===== src/inc/lpwc_pkg.sv =====
// package for the long pulse width capture block
package lpwc_pkg;
  // register word offsets on the plain port
  localparam logic [3:0] LPWC_ADDR_CTRL = 4'h0;
  localparam logic [3:0] LPWC_ADDR_STAT = 4'h1;
  localparam logic [3:0] LPWC_ADDR_MASK = 4'h2;
  localparam logic [3:0] LPWC_ADDR_CAP = 4'h3;
  localparam logic [3:0] LPWC_ADDR_WIDTH = 4'h4;
  localparam logic [3:0] LPWC_ADDR_OVF = 4'h5;
  localparam logic [3:0] LPWC_ADDR_COUNT = 4'h6;
  // control fields
  localparam int LPWC_CTRL_POL_BIT = 0;
  localparam int LPWC_CTRL_ARM_BIT = 1;
  localparam int LPWC_CTRL_AUTO_BIT = 2;
  localparam logic [2:0] LPWC_CTRL_RST = 3'h0;
  // status / mask fields
  localparam int LPWC_ST_CAP_BIT = 0;
  localparam int LPWC_ST_OVF_BIT = 1;
  localparam int LPWC_ST_DONE_BIT = 2;
  localparam int LPWC_ST_LOST_BIT = 3;
  localparam int LPWC_ST_W = 4;
  localparam logic [3:0] LPWC_ST_RST = 4'h0;
  localparam logic [3:0] LPWC_MASK_RST = 4'h0;
  // timing: counter ticks once per eight input clocks
  localparam int LPWC_PRESCALE = 8;
  localparam int LPWC_CNT_W = 16;
  localparam logic [15:0] LPWC_CNT_RST = 16'h0000;
  // re-arm window in ns, a shorter pulse is flagged lost
  localparam int LPWC_REARM_NS = 20000;
  localparam int LPWC_CLK_NS = 50;
  localparam int LPWC_REARM_CYC = (LPWC_REARM_NS + LPWC_CLK_NS - 1) / LPWC_CLK_NS;
  // register bus carrier
  typedef struct packed {
    logic [3:0] addr;
    logic [31:0] wdata;
    logic wr;
    logic rd;
  } lpwc_bus_t;
  typedef enum logic [1:0] {LPWC_IDLE, LPWC_WAIT_FIRST, LPWC_WAIT_SECOND} lpwc_state_t;
endpackage


===== src/logic/lpwc_core.sv =====
// long pulse width capture: free-running timer, edge capture, overflow extension
`timescale 1ns/10ps
// Contract
// - after first edge, polarity inverts when auto reverse is set and capture flag sets before second edge
// - pulses of either polarity longer than one counter period measurable via the overflow count
// - counter latched into capture register on selected edge; difference gives low half
// - every rollover raises overflow event; overflows between edges are counted
// - overflow coinciding with an edge is attributed to the correct side
// - sequence arms first edge, then opposite edge when auto reverse is set, capturing at both
// - pulse shorter than the re-arm time is marked invalid
// - counter advances once per eight input clocks
//
// register map, word index on the plain port
//   0 control: bit0 edge polarity (1 rising), bit1 arm (write only), bit2 auto reverse
//   1 status, write one to clear: bit0 capture, bit1 overflow, bit2 done, bit3 lost
//   2 interrupt mask, same layout as status
//   3 last captured count
//   4 width: overflow count in the high half, count difference in the low half
//   5 overflows seen since the first edge
//   6 free-running counter
//
// measurement walk
//   write control with arm set; the sequencer waits for the first edge
//   first edge: count latched as start, capture flag set, polarity reversed if auto reverse is set
//   overflows between the first and second edge are counted, one per counter wrap
//   second edge: count latched, width formed, capture and done flags set
//   a second edge inside the re-arm window also sets the lost flag
//
// limitations
//   lost only marks a second edge that came too soon after the first;
//   a second edge missed altogether leaves the sequencer waiting for the next one
//   the width stays frozen while done is set, so software clears done first
//   the overflow count saturates nowhere; it wraps after 2^16 rollovers
module lpwc_core #(
  parameter int PRESCALE = lpwc_pkg::LPWC_PRESCALE,
  parameter int REARM_CYC = lpwc_pkg::LPWC_REARM_CYC
) (
  input wire logic ref_clk,
  input wire logic srst,
  input wire logic capture_input_pin,
  input wire lpwc_pkg::lpwc_bus_t bus,
  output logic [31:0] rdata,
  output logic irq,
  output logic pin_level
);
  import lpwc_pkg::*;

  // timer and prescaler
  logic [LPWC_CNT_W-1:0] count_q;
  logic [3:0] pre_q;
  logic tick;
  logic wrap;

  // pin sampling and edge choice
  logic pin_q;
  logic edge_hit;
  logic capture_edge_polarity;

  // software visible registers
  logic [2:0] ctrl_q;
  logic [3:0] stat_q;
  logic [3:0] mask_q;
  logic [15:0] cap_q;
  logic [31:0] width_q;

  // measurement state
  logic [15:0] start_q;
  logic [15:0] ovf_cnt_q;
  logic [15:0] rearm_q;
  lpwc_state_t state_q;
  logic arm_pulse;
  logic ovf_early;
  logic [15:0] ovf_total;
  logic [15:0] cap_now;
  logic [3:0] stat_set;

  // write strobe aimed at one register word
  function automatic logic wr_hit(input lpwc_bus_t b, input logic [3:0] a);
    return b.wr && (b.addr == a);
  endfunction

  // read multiplexer; unmapped words read as zero
  function automatic logic [31:0] rd_word(input logic [3:0] a);
    logic [31:0] v;
    v = 32'h0000_0000;
    unique case (a)
      LPWC_ADDR_CTRL: v = {29'h0, ctrl_q};
      LPWC_ADDR_STAT: v = {28'h0, stat_q};
      LPWC_ADDR_MASK: v = {28'h0, mask_q};
      LPWC_ADDR_CAP: v = {16'h0, cap_q};
      LPWC_ADDR_WIDTH: v = width_q;
      LPWC_ADDR_OVF: v = {16'h0, ovf_cnt_q};
      LPWC_ADDR_COUNT: v = {16'h0, count_q};
      default: v = 32'h0000_0000;
    endcase
    return v;
  endfunction

  // control decode; arm is an action, never stored
  assign capture_edge_polarity = ctrl_q[LPWC_CTRL_POL_BIT];
  assign arm_pulse = wr_hit(bus, LPWC_ADDR_CTRL) && bus.wdata[LPWC_CTRL_ARM_BIT];

  // prescaler, one tick every eight clocks
  assign tick = (pre_q == 4'(PRESCALE - 1));
  always_ff @(posedge ref_clk) begin
    if (srst || tick) begin
      pre_q <= 4'h0;
    end else begin
      pre_q <= pre_q + 4'h1;
    end
  end

  // free-running 16-bit timer
  assign wrap = tick && (count_q == 16'hFFFF);
  always_ff @(posedge ref_clk) begin
    if (srst) begin
      count_q <= LPWC_CNT_RST;
    end else if (tick) begin
      count_q <= count_q + 16'h0001;
    end
  end

  // edge detect on the chosen polarity; 1 selects rising
  always_ff @(posedge ref_clk) begin
    if (srst) begin
      pin_q <= 1'b0;
    end else begin
      pin_q <= capture_input_pin;
    end
  end
  assign edge_hit = capture_edge_polarity ? (capture_input_pin && !pin_q)
                                          : (!capture_input_pin && pin_q);
  // level readable as a plain input, covers very short pulses
  assign pin_level = pin_q;

  // an overflow in the edge cycle happened before the latched value when the
  // counter reads FFFF and ticks in that cycle; the latched count already wrapped
  assign ovf_early = wrap;
  assign ovf_total = ovf_cnt_q + (ovf_early ? 16'h0001 : 16'h0000);

  // count as seen by an edge in this cycle; a wrap in the same cycle reads zero
  // so the edge and the overflow agree on which side of the edge the wrap lies
  assign cap_now = wrap ? 16'h0000 : count_q;

  // capture register latches the counter on each selected edge while not idle
  always_ff @(posedge ref_clk) begin
    if (srst) begin
      cap_q <= LPWC_CNT_RST;
    end else if (edge_hit && state_q != LPWC_IDLE) begin
      cap_q <= cap_now;
    end
  end

  // measurement sequencer
  // an arm write restarts a measurement from any state, even mid pulse
  always_ff @(posedge ref_clk) begin
    if (srst) begin
      state_q <= LPWC_IDLE;
    end else if (arm_pulse) begin
      state_q <= LPWC_WAIT_FIRST;
    end else begin
      unique case (state_q)
        LPWC_IDLE: begin
          state_q <= LPWC_IDLE;
        end
        LPWC_WAIT_FIRST: begin
          if (edge_hit) begin
            state_q <= LPWC_WAIT_SECOND;
          end
        end
        LPWC_WAIT_SECOND: begin
          if (edge_hit) begin
            state_q <= LPWC_IDLE;
          end
        end
        // the fourth code of the two state bits is never entered
        default: begin
          state_q <= LPWC_IDLE;
        end
      endcase
    end
  end

  // control: polarity, auto reverse; arm is a write-only action bit
  always_ff @(posedge ref_clk) begin
    if (srst) begin
      ctrl_q <= LPWC_CTRL_RST;
    end else if (wr_hit(bus, LPWC_ADDR_CTRL)) begin
      ctrl_q <= {bus.wdata[LPWC_CTRL_AUTO_BIT], 1'b0, bus.wdata[LPWC_CTRL_POL_BIT]};
    end else if (edge_hit && state_q != LPWC_IDLE && ctrl_q[LPWC_CTRL_AUTO_BIT]) begin
      // hardware reverse removes the software re-arm gap
      ctrl_q[LPWC_CTRL_POL_BIT] <= !capture_edge_polarity;
    end
  end

  // start value, overflow accumulation between edges
  always_ff @(posedge ref_clk) begin
    if (srst) begin
      start_q <= LPWC_CNT_RST;
      ovf_cnt_q <= 16'h0000;
    end else if (edge_hit && state_q == LPWC_WAIT_FIRST) begin
      start_q <= cap_now;
      ovf_cnt_q <= 16'h0000; // wrap in this cycle lies before the start
    end else if (state_q == LPWC_WAIT_SECOND && !edge_hit && wrap) begin
      ovf_cnt_q <= ovf_cnt_q + 16'h0001;
    end
  end

  // width: overflows high, difference low, borrow folds one overflow away
  // an end count below the start means one counted wrap is already in the
  // modulo difference, so it is taken back out of the high half
  always_ff @(posedge ref_clk) begin
    if (srst) begin
      width_q <= 32'h0000_0000;
    end else if (edge_hit && state_q == LPWC_WAIT_SECOND && !stat_q[LPWC_ST_DONE_BIT]) begin
      width_q <= {ovf_total, 16'h0000} + 32'(cap_now - start_q)
                 - ((cap_now < start_q) ? 32'h0001_0000 : 32'h0);
    end
  end

  // re-arm timer, counts cycles since the first edge
  // saturates so a very long pulse never looks short again
  always_ff @(posedge ref_clk) begin
    if (srst) begin
      rearm_q <= 16'h0000;
    end else if (edge_hit && state_q == LPWC_WAIT_FIRST) begin
      rearm_q <= 16'h0000;
    end else if (rearm_q != 16'hFFFF) begin
      rearm_q <= rearm_q + 16'h0001;
    end
  end

  // status events; set beats the write-one clear
  // an event in the clearing cycle must not be lost to software
  always_comb begin
    stat_set = 4'h0;
    // every edge taken by the sequencer
    stat_set[LPWC_ST_CAP_BIT] = edge_hit && state_q != LPWC_IDLE;
    // every rollover, measuring or not
    stat_set[LPWC_ST_OVF_BIT] = wrap;
    // the closing edge of a measurement
    stat_set[LPWC_ST_DONE_BIT] = edge_hit && state_q == LPWC_WAIT_SECOND;
    // a second edge inside the re-arm window may be a missed one
    stat_set[LPWC_ST_LOST_BIT] = edge_hit && state_q == LPWC_WAIT_SECOND
                                 && rearm_q < 16'(REARM_CYC);
  end
  always_ff @(posedge ref_clk) begin
    if (srst) begin
      stat_q <= LPWC_ST_RST;
    end else if (wr_hit(bus, LPWC_ADDR_STAT)) begin
      stat_q <= (stat_q & ~bus.wdata[LPWC_ST_W-1:0]) | stat_set;
    end else begin
      stat_q <= stat_q | stat_set;
    end
  end

  // interrupt mask
  always_ff @(posedge ref_clk) begin
    if (srst) begin
      mask_q <= LPWC_MASK_RST;
    end else if (wr_hit(bus, LPWC_ADDR_MASK)) begin
      mask_q <= bus.wdata[LPWC_ST_W-1:0];
    end
  end

  // level interrupt straight from registers, no extra delay
  assign irq = |(stat_q & mask_q);

  // read data, valid the cycle after the strobe; unmapped reads zero
  always_ff @(posedge ref_clk) begin
    if (srst) begin
      rdata <= 32'h0000_0000;
    end else if (bus.rd) begin
      rdata <= rd_word(bus.addr);
    end else begin
      rdata <= 32'h0000_0000;
    end
  end
endmodule


===== config.mk =====
export PLATFORM = sky130hd
export DESIGN_NAME = lpwc_core
export DESIGN_NICKNAME = d
export VERILOG_FILES = /design/src/inc/lpwc_pkg.sv /design/src/logic/lpwc_core.sv
export SDC_FILE = /design/constraint.sdc
export NUM_CORES = 1
export LEC_CHECK = 0
export BUFFER_PORTS_ARGS = -buffer_cell sky130_fd_sc_hd__buf_2
export CAP_MARGIN = 40
export CORE_MARGIN = 8
export CORE_UTILIZATION = 66
export DETAILED_ROUTE_END_ITERATION = 8
export GPL_TIMING_DRIVEN = 0
export PLACE_DENSITY = 0.85
export SYNTH_ARGS = -nofsm -noshare
export SYNTH_HDL_FRONTEND = slang
export SYNTH_SLANG_ARGS = --single-unit

===== constraint.sdc =====
create_clock -name ref_clk -period 18.09 [get_ports ref_clk]
set_clock_uncertainty 0.1 [all_clocks]
set_input_delay 1.809 -clock ref_clk [delete_from_list [all_inputs] [get_ports ref_clk]]
set_output_delay 1.809 -clock ref_clk [all_outputs]
set_load 0.01 [all_outputs]

* Word level (Yosys, flattened, before mapping)
Index checks and enable logic that the tools add are counted.
** Storage, ports and cells
- Register bits :: 161
- Bits of input ports :: 41
- Output and inout bits :: 34
- Word-level logic and storage cells :: 88
** Operators by class
- Add/sub/neg operators :: 8
- Magnitude comparators :: 2
- Eq/ne operators :: 15
- Multiplexer cells :: 12
- Bitwise operators :: 6
- Reduce and logical (&&, ||, !) cells :: 30
** Operators with widths (number)
- $pmux 32 s7 :: 1
- $add 16x1->16 const B :: 3
- $add 32x32->32 :: 1
- $sub 32x17->32 :: 1
- $mux 17 :: 1
- $sub 16x16->17 :: 1
- $add 16x1->16 :: 1
- $eq 16x16->1 const B :: 1
- $eq 4x3->1 const B :: 4
- $lt 16x16->1 :: 1
- $lt 16x9->1 const B :: 1
- $mux 16 :: 1
- $ne 16x16->1 const B :: 1
- $logic_and 1x1->1 :: 15
- $and 4x4->4 :: 2
- $eq 4x2->1 const B :: 2
- $or 4x4->4 :: 2
- $ne 3x3->1 const B :: 2
- $reduce_or 2->1 :: 3
- $logic_not 1->1 :: 5
- $mux 1 :: 5
- $add 4x1->4 const B :: 1
- $eq 4x1->1 const B :: 1
- $logic_not 4->1 :: 1
- other kinds (12) :: 16

* Depth between registers and ports, before layout
Gate-level depths: netlist of the first run.
- Depth in word-level cells :: 7
- Gate-level depth with buffers :: 29
- Mapped depth without buffers :: 26

* Worst setup path before layout of the first run
No wires, ideal clock.
- Kind :: reg2reg
- From :: register pre_q[0]
- To :: register width_q[27]
- Setup time :: 132 ps
- Arrival :: 5630 ps
- Required time :: 17858 ps
- Setup slack :: 12228 ps
- Cell stages (with the launch flop) :: 28
- Buffers on the path :: 2
- Period minus slack after synthesis :: 5862 ps
- Cells stage by stage :: dfxtp_1 ha_1 and3b_1 buf_6 nand4_4 nor2_1 nand3_1 clkbuf_1 nand2_1 ha_1 inv_1 fa_1 a21oi_1 o211ai_1 o221ai_1 o2111ai_1 a21oi_1 inv_1 fa_1 inv_1 ha_1 nand3_1 or3_1 nor4_1 nor3_1 o21a_1 o21ai_0 a21oi_1
** Between the ends
- Cells in the longest elaborated chain, start to end :: 6
- Elaborated cells on any way between the ends :: 10
- Those cells by class :: 4 x add/sub; 1 x order compare; 1 x eq/ne; 3 x mux; 1 x reduce/logical
** Ends and longest elaborated chain
- start, declared :: line lpwc_core.sv:50 : logic [3:0] pre_q;
- start signal, assigned :: line lpwc_core.sv:109 : pre_q <= pre_q + 4'h1;
- $eq 4x3->1 (*) :: line lpwc_core.sv:104 : assign tick = (pre_q == 4'(PRESCALE - 1));
- $logic_and 1x1->1 (*) :: line lpwc_core.sv:114 : assign wrap = tick && (count_q == 16'hFFFF);
- $mux 16 or $mux 1 (tied branches) :: line lpwc_core.sv:143, lpwc_core.sv:139
- $sub 16x16->17 (tied with other cells) :: line lpwc_core.sv:216 : width_q <= {ovf_total, 16'h0000} + 32'(cap_now - start_q)
- $add 32x32->32 or $mux 17 (tied branches) :: line lpwc_core.sv:216, lpwc_core.sv:217
- $sub 32x17->32 (*) :: line lpwc_core.sv:217 : - ((cap_now < start_q) ? 32'h0001_0000 : 32'h0);
- end signal, assigned :: line lpwc_core.sv:216
- end, declared :: line lpwc_core.sv:64 : logic [31:0] width_q;
Mark *: on every way between the ends. The rest lies on a longest branch, timed or not.
A chain may end at the register's enable or synchronous reset.

* Worst setup path in the final report of the first run
- From :: register pre_q[0]
- To :: register width_q[31]
The elaborated chain is that of the path after synthesis.

==> results of run 1 <==
-- critical path, cell delays in order (launching register included) --
cell and delay [ps]:
dfxtp_1 360, ha_1 200, and3b_1 180, buf_6 130, nand4_4 180, nor2_1 230
nand3_1 120, clkbuf_1 260, nand2_1 130, ha_1 180, inv_1 60, fa_1 410
a21oi_1 250, o211ai_1 150, o221ai_1 450, o2111ai_1 290, a21oi_1 440, inv_1 390
fa_1 630, inv_1 40, ha_1 380, nand3_1 120, or3_1 400, nor4_1 530
nor3_1 200, nor2_1 280, o21a_1 190, o211ai_1 100
-- metal layers --
layer | vias to the layer above | part of all wire, % | track usage (%)
met5 | - | 0 | 0
met2 | 392 | 48 | 47.7
met3 | 57 | 8.0 | 5.65
met4 | 0 | 2.8 | 10.4
met1 | 4171 | 42 | 34.2
li1 | 4359 | - | -
-- per-stage QoR --
stage / cells / instance area, µm² / hold slack, ps / worst slack, ps / utilization [%]
finish: 1481 / 10600 / 345 / 10580 / 74.1
CTS: 1481 / 10600 / 348 / 10740 / 74.1
global placement: 1449 / 10000 / 336 / 10870 / 69.9
floorplan: 1219 / 9550 / 327 / 12230 / -
global route: 1481 / 10600 / 363 / 10130 / 74.1
detailed placement: 1449 / 10000 / 339 / 10770 / 69.9
-- power groups by stage --
stage	clock, mW	combinational [mW]	sequential (mW)
2_1_floorplan	0	0.0107	0.365
3_3_place_gp	0	0.0172	0.365
3_5_place_dp	0	0.0175	0.365
4_1_cts	0.367	0.0176	0.357
5_1_grt	0.383	0.0194	0.357
6_report	0.366	0.0181	0.357
-- layout make-up --
class	instances	area (µm²)	area share, %
Tap cell	184	230	2.17
Timing Repair Buffer	46	230	2.17
Sequential cell	161	3220	30.4
Clock inverter	15	174	1.64
Inverter	81	304	2.87
Clock buffer	17	425	4.01
Multi-Input combinational cell	922	5800	54.7
Buffer	55	215	2.03
-- synth_stat cells (all sizes together), types with 4 or more instances --
cell type	count	share of area, %
o21a	7	0.55
a31oi	7	0.46
ha	65	8.5
o21ai	38	2.0
and2	39	2.6
nand2	162	6.4
clkbuf	52	2.0
nor3	29	1.5
nor2	102	4.0
nand3	46	2.4
a22oi	28	2.2
xor2	38	3.5
xnor2	43	3.9
mux2i	12	1.3
nand4	24	2.0
inv	81	3.2
a21boi	4	0.31
a211oi	14	1.1
dfxtp	161	34
nand3b	4	0.31
or3	17	1.1
a21oi	121	6.3
nand2b	11	0.72
o211ai	13	1.0
nor2b	12	0.79
o31ai	5	0.39
and4	5	0.48
or2	6	0.39
nor4	4	0.42
a21o	16	1.3
and3	10	0.66
-- sequential cells by signal, indices dropped and copies added (netlist names) --
name       flops
ctrl_q         2
cap_q         16
ovf_cnt_q     16
stat_q         4
rearm_q       16
pin_level      1
state_q        2
mask_q         4
rdata         32
pre_q          4
start_q       16
width_q       32
count_q       16
-- cell usage in the layout, fill, tap and decap left out, drive strengths merged, types with 3 or more instances in the layout --
| cell | Yosys | layout |
|---|---|---|
| a211oi | 14 | 14 |
| a21boi | 4 | 4 |
| a21o | 16 | 16 |
| a21oi | 121 | 121 |
| a22oi | 28 | 28 |
| a31oi | 7 | 7 |
| and2 | 39 | 39 |
| and3 | 10 | 10 |
| and4 | 5 | 5 |
| buf | 3 | 49 |
| clkbuf | 52 | 69 |
| clkinv | 0 | 6 |
| dfxtp | 161 | 161 |
| ha | 65 | 65 |
| inv | 81 | 87 |
| mux2i | 12 | 12 |
| nand2 | 162 | 162 |
| nand2b | 11 | 11 |
| nand3 | 46 | 46 |
| nand3b | 4 | 4 |
| nand4 | 24 | 24 |
| nor2 | 102 | 102 |
| nor2b | 12 | 12 |
| nor3 | 29 | 29 |
| nor4 | 4 | 4 |
| o2111ai | 3 | 3 |
| o211ai | 13 | 13 |
| o21a | 7 | 7 |
| o21ai | 38 | 38 |
| o21bai | 3 | 3 |
| o22ai | 3 | 3 |
| o31ai | 5 | 5 |
| or2 | 6 | 6 |
| or3 | 17 | 17 |
| xnor2 | 43 | 43 |
| xor2 | 38 | 38 |
-- worst paths after layout --
path                       startpoint                  endpoint  depth (start not counted)
max               pre_q[0]$_SDFF_PP0_  width_q[31]$_SDFFE_PP0P_                         27
min          width_q[19]$_SDFFE_PP0P_  width_q[19]$_SDFFE_PP0P_                          2
max reg2reg       pre_q[0]$_SDFF_PP0_  width_q[31]$_SDFFE_PP0P_                         27
min reg2reg  width_q[19]$_SDFFE_PP0P_  width_q[19]$_SDFFE_PP0P_                          2
-- kinds of logic after synthesis --
logic type	Yosys count	share of synthesized area, %
flip-flops	161	33.8
adder cells (fa/ha/maj)	67	8.94
XOR/XNOR	81	7.43
buffers and inverters	136	5.44
AND/OR/NAND/NOR	478	24.5
multiplexers	15	1.73
AO/OA/AOI/OAI	281	18.2
==> metrics.cfg, run 1 <==
[status]
outcome=completed

[routing]
drtAntennaViolNets=0
routed_via_density=6.06
route.detailed.drc=0
first_pass_iters=6
drt_iter0_drc=816
wl_per_cell_um=17.5
wirelength_mm=25.9
via_count=8979

[critical_path]
crit_path_start_kind=flip-flop
cp.arrival_ps=7720
endpoint_kind=flip-flop
crit_type=reg -> reg
critPathRequiredTime_ps=18300
crit_fanout=15
rrSetupSlack_ps=10580

[timing]
period_share_pct=41.5
hold_viol_final=0
slew_headroom_pct=51.6
finalCriticalPeriod_ps=7510
report.final.slew_viol_count=0
setup_viol=0
fmaxAchievable_mhz=133
worst_pin_slew_ps=720
tns_ps=0
rsz0062_at_grt=no

[global_route]
grt_overflow_total=0
grt_pass1_vias=8264
grt_pass1_wl_mm=41.1
antenna_found_initial=0
grt_max_degree=17
grt_usage_pct=28.0

[synthesis]
ys_seq_area_share_pct=33.8
synth_edf_count=0
syn-num-nets=1327
syn-cell-area_mm2=0.00955
postSynthCellCount=1219
ys_warn_count=0
avgSynthCellArea_um2=7.83
async_flop_share_pct=0
ys_ff_latch=161
synth_flop_cell=dfxtp_1
yosys.cell_types.count=66

[pwr]
power.internal_uw=568
combPwrFrac_pct=2.4
ir_drop_uv=115
swShare_pct=23.3
fin_total_pwr_uw=741
leakage_nw=4.29
p_per_area_mw_per_mm2=69.8
pwr-share-clk_pct=49.4
seqPwrFrac_pct=48.2
p_sw_uw=173

[finish]
drive_above_1_share_pct=7.48
nets=1392
antennaDiodeCount=0
fill_cells=1127
area_growth_pct=11.1

[run]
max_cap_violations=0

[placement]
io_buffer_count=46
dpl.hpwl_mm=19.7
globalplace.congestion=0.948

[cts]
cts_tree=built
cts_resized=0
clk_latency_ps=440
cts_hold_buf=0
clk_pin_slew_ps=70
numCtsBuffers=17
cts_sinks=161
htreeDepth=4
postCtsSetupBuffers=0
root_buffer=clkbuf_16
cts_buffer_depth=2

[floorplanning]
design.core.area_mm2=0.0143
dieWidth_um=136
num_io_pins=75
die-area_mm2=0.0186
die_height_um=136
start_util_pct=66.7
row_count=44

[min_path]
hold_path_class=reg -> reg

(Power assumes the default switching activity.)
==> run 2, diff against run 1 <==
--- a/config.mk
+++ b/config.mk
@@ -5,13 +5,14 @@
 export SDC_FILE = /design/constraint.sdc
 export NUM_CORES = 1
 export LEC_CHECK = 0
+export ABC_AREA = 1
 export BUFFER_PORTS_ARGS = -buffer_cell sky130_fd_sc_hd__buf_2
 export CAP_MARGIN = 40
 export CORE_MARGIN = 8
-export CORE_UTILIZATION = 66
+export CORE_UTILIZATION = 56
 export DETAILED_ROUTE_END_ITERATION = 8
 export GPL_TIMING_DRIVEN = 0
-export PLACE_DENSITY = 0.85
+export PLACE_DENSITY = 0.76
 export SYNTH_ARGS = -nofsm -noshare
 export SYNTH_HDL_FRONTEND = slang
 export SYNTH_SLANG_ARGS = --single-unit
==> constraint.sdc (replaced) <==
create_clock -name ref_clk -period 6.8 [get_ports ref_clk]
set_clock_uncertainty 0.1 [all_clocks]
set_input_delay 0.68 -clock ref_clk [delete_from_list [all_inputs] [get_ports ref_clk]]
set_output_delay 0.68 -clock ref_clk [all_outputs]
set_load 0.01 [all_outputs]
==> metrics.cfg, run 2 <==
[run]
max_cap_violations=0

[finish]
mostFrequentLayoutCell=nand2_1
antennaDiodeCount=0
top_regs=rdata x32, width_q x32
area_growth_pct=10.3
utilization_pct=62.4
nets=1767
fin_cells=1905
drive_above_1_share_pct=8.92
layout_common_cells=nand2_1 (350), inv_1 (320), dfxtp_1 (161)
fin_area_mm2=0.0116

[placement]
globalplace.congestion=0.958
io_buffer_count=46
dpl.hpwl_mm=23.7
post_dp_cell_area_mm2=0.0110
pre_cts_slack_ps=1230
placed_cells=1874

[critical_path]
crit_path_start_kind=flip-flop
crit_top_cell=nand2_1
startpoint=count_q[1]$_SDFFE_PP0P_
crit_type=reg -> reg
reg2reg_from=count_q[1]$_SDFFE_PP0P_
critPathRequiredTime_ps=7050
cp_slowest_cell=fa_1
endpoint_kind=flip-flop
cp.arrival_ps=5890
crit_fanout=10
critPathMaxStageDelay_ps=470

[cts]
cts_hold_buf=0
postCtsSetupBuffers=0
clk_latency_ps=440
clk_pin_slew_ps=70
numCtsBuffers=17
cts_resized=0
root_buffer=clkbuf_16
cts_tree=built
cts_sinks=161
htreeDepth=4
cts_buffer_depth=2

[synthesis]
avgSynthCellArea_um2=6.59
synth_flop_cell=dfxtp_1
postSynthCellCount=1594
ys_seq_area_share_pct=30.7
ys_ff_latch=161
synth_top_area_share_pct=30.7
ys_warn_count=0
synthTopCellsByCount=nand2_1 (350), inv_1 (320), dfxtp_1 (161)
synth_edf_count=0
synth_most_common_cell=nand2_1
yosys.cell_types.count=48
syn-cell-area_mm2=0.0105
syn-num-nets=1702
synth_area_leaders=dfxtp_1 (31%), nand2_1 (13%), inv_1 (11%), ha_1 (7.7%), a21oi_1 (5.1%)
async_flop_share_pct=0
yosysTopAreaCell=dfxtp_1

[global_route]
antenna_found_initial=0
grt_max_degree=17
grt_pass1_vias=9837
grt_pass1_wl_mm=48.8
grt_overflow_total=0
grt_usage_pct=25.6

[floorplanning]
start_util_pct=56.5
dieWidth_um=153
die_height_um=153
row_count=50
num_io_pins=75
design.core.area_mm2=0.0186
die-area_mm2=0.0234

[routing]
first_pass_iters=5
via_count=10400
wl_per_cell_um=15.6
routed_via_density=5.47
drt_iter0_drc=950
route.detailed.drc=0
wirelength_mm=29.8
drtAntennaViolNets=0

[status]
outcome=completed

[min_path]
hold_start=width_q[17]$_SDFFE_PP0P_
hold_path_class=reg -> reg

[pwr]
p_per_area_mw_per_mm2=173
seqPwrFrac_pct=47.5
combPwrFrac_pct=5.2
p_sw_uw=499
leakage_nw=5.72
pwr-share-clk_pct=47.3
swShare_pct=24.9
fin_total_pwr_mw=2.00
power.internal_mw=1.50
ir_drop_uv=182

[timing]
setup_ws_ps=1150
hold_viol_final=0
report.final.slew_viol_count=0
finalCriticalPeriod_ps=5650
tns_ps=0
slew_headroom_pct=48.5
worst_pin_slew_ps=772
rsz0062_at_grt=no
holdWs_ps=341
period_share_pct=83.0
setup_viol=0
fmaxAchievable_mhz=177

-- run 2: changes by cell type after synthesis, moves of 29 or more --
cell      before  now
nand3_1       46   95
clkbuf_1      52   17
inv_1         81  320
and2_1        39    3
o22ai_1        3   32
o21ai_0       37   78
nand2_1      162  350
xnor2_1       43    8
-- run 2: final cells by class --
cell class                 instances  area (µm²)
clock buffer                      21         460
tap                              234         293
multi-input combinational       1069        5880
buffer                            37         171
clock inverter                    10         101
sequential                       161        3220
timing repair buffer              46         230
fill                            1729        6990
inverter                         327        1230
-- run 2: metal layers --
layer  GRT usage [%]  routed length [µm]
met1            32.8               13400
met2            42.2               13500
met3            3.83                1860
met4            10.8                1040
met5               0                   0
-- run 2: cell families (layout without fill, tap and decap cells) --
kind of cell	Yosys count	count (layout)	share of synthesized area [%]
adders and majority gates	67	67	8.12
buffers and inverters	364	441	13.3
DFF	161	161	30.7
xor gates and xnor gates	53	53	4.42
and+or+nand+nor	669	669	27.9
AOI/OAI and AO/OA	280	280	15.5
-- run 2: power by group through the flow --
| stage | logic (mW) | clock network (mW) | registers (mW) |
|---|---|---|---|
| floorplan | 0.0700 | 0 | 0.972 |
| global placement | 0.100 | 0 | 0.972 |
| detailed placement | 0.102 | 0 | 0.972 |
| CTS | 0.103 | 0.950 | 0.951 |
| global route | 0.117 | 0.985 | 0.951 |
| finish | 0.105 | 0.947 | 0.951 |
-- run 2: final timing paths --
check | endpoint | depth (start not counted) | slack (ps)
worst max-delay path | width_q[25]$_SDFFE_PP0P_ | 30 | 1150
worst min-delay path | rdata[17]$_SDFF_PP0_ | 2 | 340
worst max register to register | width_q[25]$_SDFFE_PP0P_ | 30 | 1150
worst min register to register | rdata[17]$_SDFF_PP0_ | 2 | 340
-- run 2: worst max-delay path, delay by kind of cell (launching register included) --
kind / cells / cell delay [ps]
compound gates: 7 / 1610
fa+ha+maj: 4 / 1290
buf+inv: 6 / 550
flops: 1 / 430
simple gates: 13 / 1550
==> run 3, diff against run 2 <==
==> constraint.sdc (replaced) <==
create_clock -name ref_clk -period 4.8 [get_ports ref_clk]
set_clock_uncertainty 0.1 [all_clocks]
set_input_delay 0.48 -clock ref_clk [delete_from_list [all_inputs] [get_ports ref_clk]]
set_output_delay 0.48 -clock ref_clk [all_outputs]
set_load 0.01 [all_outputs]
==> metrics.cfg, run 3 (synthesis results as in run 2) <==
[timing]
finalCriticalPeriod_ps=4650
setup_viol=0
hold_viol_final=0
fmaxAchievable_mhz=215
worst_pin_slew_ps=784
period_share_pct=97.0
setup_ws_ps=145
slew_headroom_pct=47.7
report.final.slew_viol_count=0

[critical_path]
crit_path_start_kind=flip-flop
critPathRequiredTime_ps=5030
cp_slowest_cell=fa_1
critPathMaxStageDelay_ps=520
crit_type=reg -> reg
cp.arrival_ps=4890
endpoint_kind=flip-flop
crit_fanout=10

[floorplanning]
row_count=50
die_height_um=153
start_util_pct=56.5
die-area_mm2=0.0234
dieWidth_um=153
design.core.area_mm2=0.0186
num_io_pins=75

[status]
outcome=completed

[placement]
dpl.hpwl_mm=23.7
pre_cts_slack_ps=-773
globalplace.congestion=0.958
io_buffer_count=46

[routing]
wirelength_mm=30.8
routed_via_density=5.57
via_count=10700
wl_per_cell_um=16.0
first_pass_iters=5
drt_iter0_drc=1000
route.detailed.drc=0
drtAntennaViolNets=0

[pwr]
swShare_pct=25.0
leakage_nw=5.96
seqPwrFrac_pct=47.3
fin_total_pwr_mw=2.84
combPwrFrac_pct=5.5
pwr-share-clk_pct=47.2
p_per_area_mw_per_mm2=232
ir_drop_uv=256
p_sw_uw=712
power.internal_mw=2.13

[cts]
cts_buffer_depth=2
numCtsBuffers=17
cts_hold_buf=0
htreeDepth=4
clk_pin_slew_ps=60
cts_sinks=161
clk_latency_ps=440
cts_tree=built
root_buffer=clkbuf_16

[finish]
antennaDiodeCount=0
area_growth_pct=16.8
drive_above_1_share_pct=15.8
top_regs=rdata x32, width_q x32
mostFrequentLayoutCell=nand2_1
nets=1792
layout_common_cells=nand2_1 (321), inv_1 (318), dfxtp_1 (157)

[global_route]
grt_pass1_vias=9953
grt_pass1_wl_mm=49.4
grt_max_degree=17
grt_usage_pct=25.9
grt_overflow_total=0
antenna_found_initial=0

[run]
max_cap_violations=0

[min_path]
hold_path_class=in -> reg

-- run 3: changes by cell type in the layout (fill, tap and decap cells not counted), moves of 6 or more --
cell,previous run,this run
a21oi_1,107,88
ha_1,65,52
nor2_1,128,116
o21ai_0,78,72
a21oi_2,12,28
nand2_1,350,321
buf_4,1,26
nand2_2,14,39
ha_4,0,9
nor2_2,5,13
-- run 3: layout make-up --
type	instances	area (µm²)
tap	234	293
multi-input combinational	1070	6330
clock buffer	21	460
sequential	161	3230
inverter	327	1230
buffer	35	179
timing repair buffer	72	438
clock inverter	10	101
fill	1636	6310
-- run 3: per-layer routing --
metal	GRT usage (%)	vias up	wire, µm
met5	0	-	0
met4	10.7	0	1060
met3	4.34	61	2070
met2	43.1	431	14300
met1	32.7	4973	13400
li1	-	5276	-
-- run 3: worst paths after layout --
path,from,to,slack [ps],cells past startpoint
setup / recovery,count_q[13]$_SDFFE_PP0P_,width_q[17]$_SDFFE_PP0P_,150,30
hold / removal,capture_input_pin,pin_level$_SDFF_PP0_,180,3
hold reg to reg,width_q[21]$_SDFFE_PP0P_,rdata[21]$_SDFF_PP0_,340,2
setup reg to reg,count_q[13]$_SDFFE_PP0P_,width_q[17]$_SDFFE_PP0P_,150,30
-- run 3: worst max-delay path: cells and delay by family (launching register included) --
family | cells | cell delay [ps]
simple gates | 16 | 1870
fa+ha+maj | 3 | 1090
buf+inv | 8 | 700
flops | 1 | 450
compound gates | 3 | 310
-- run 3: repair_timing --
action / CTS / global route
cloned: 0 / 1
setup buffers: 10 / 16
resized for setup: 41 / 82
setup endpoints to repair: 21 / 21
pin swaps: 13 / 22
-- run 3: metrics by stage --
step,std cells,util [%],cell area (µm²),hold slack (ps),setup TNS [ps]
global placement,1874,59.4,11000,333,-9850
detailed placement,1874,59.4,11000,334,-10040
finish,1930,66.0,12300,178,0
CTS,1914,63.5,11800,172,0
global route,1930,66.0,12300,197,-129
floorplan,1594,-,10500,318,0
-- run 3: power by group through the flow --
stage          clock network, mW  logic [mW]  registers [mW]
2_1_floorplan                  0      0.0992            1.38
3_3_place_gp                   0       0.142            1.38
3_5_place_dp                   0       0.145            1.38
4_1_cts                     1.35       0.147            1.35
5_1_grt                     1.40       0.172            1.35
6_report                    1.34       0.155            1.35
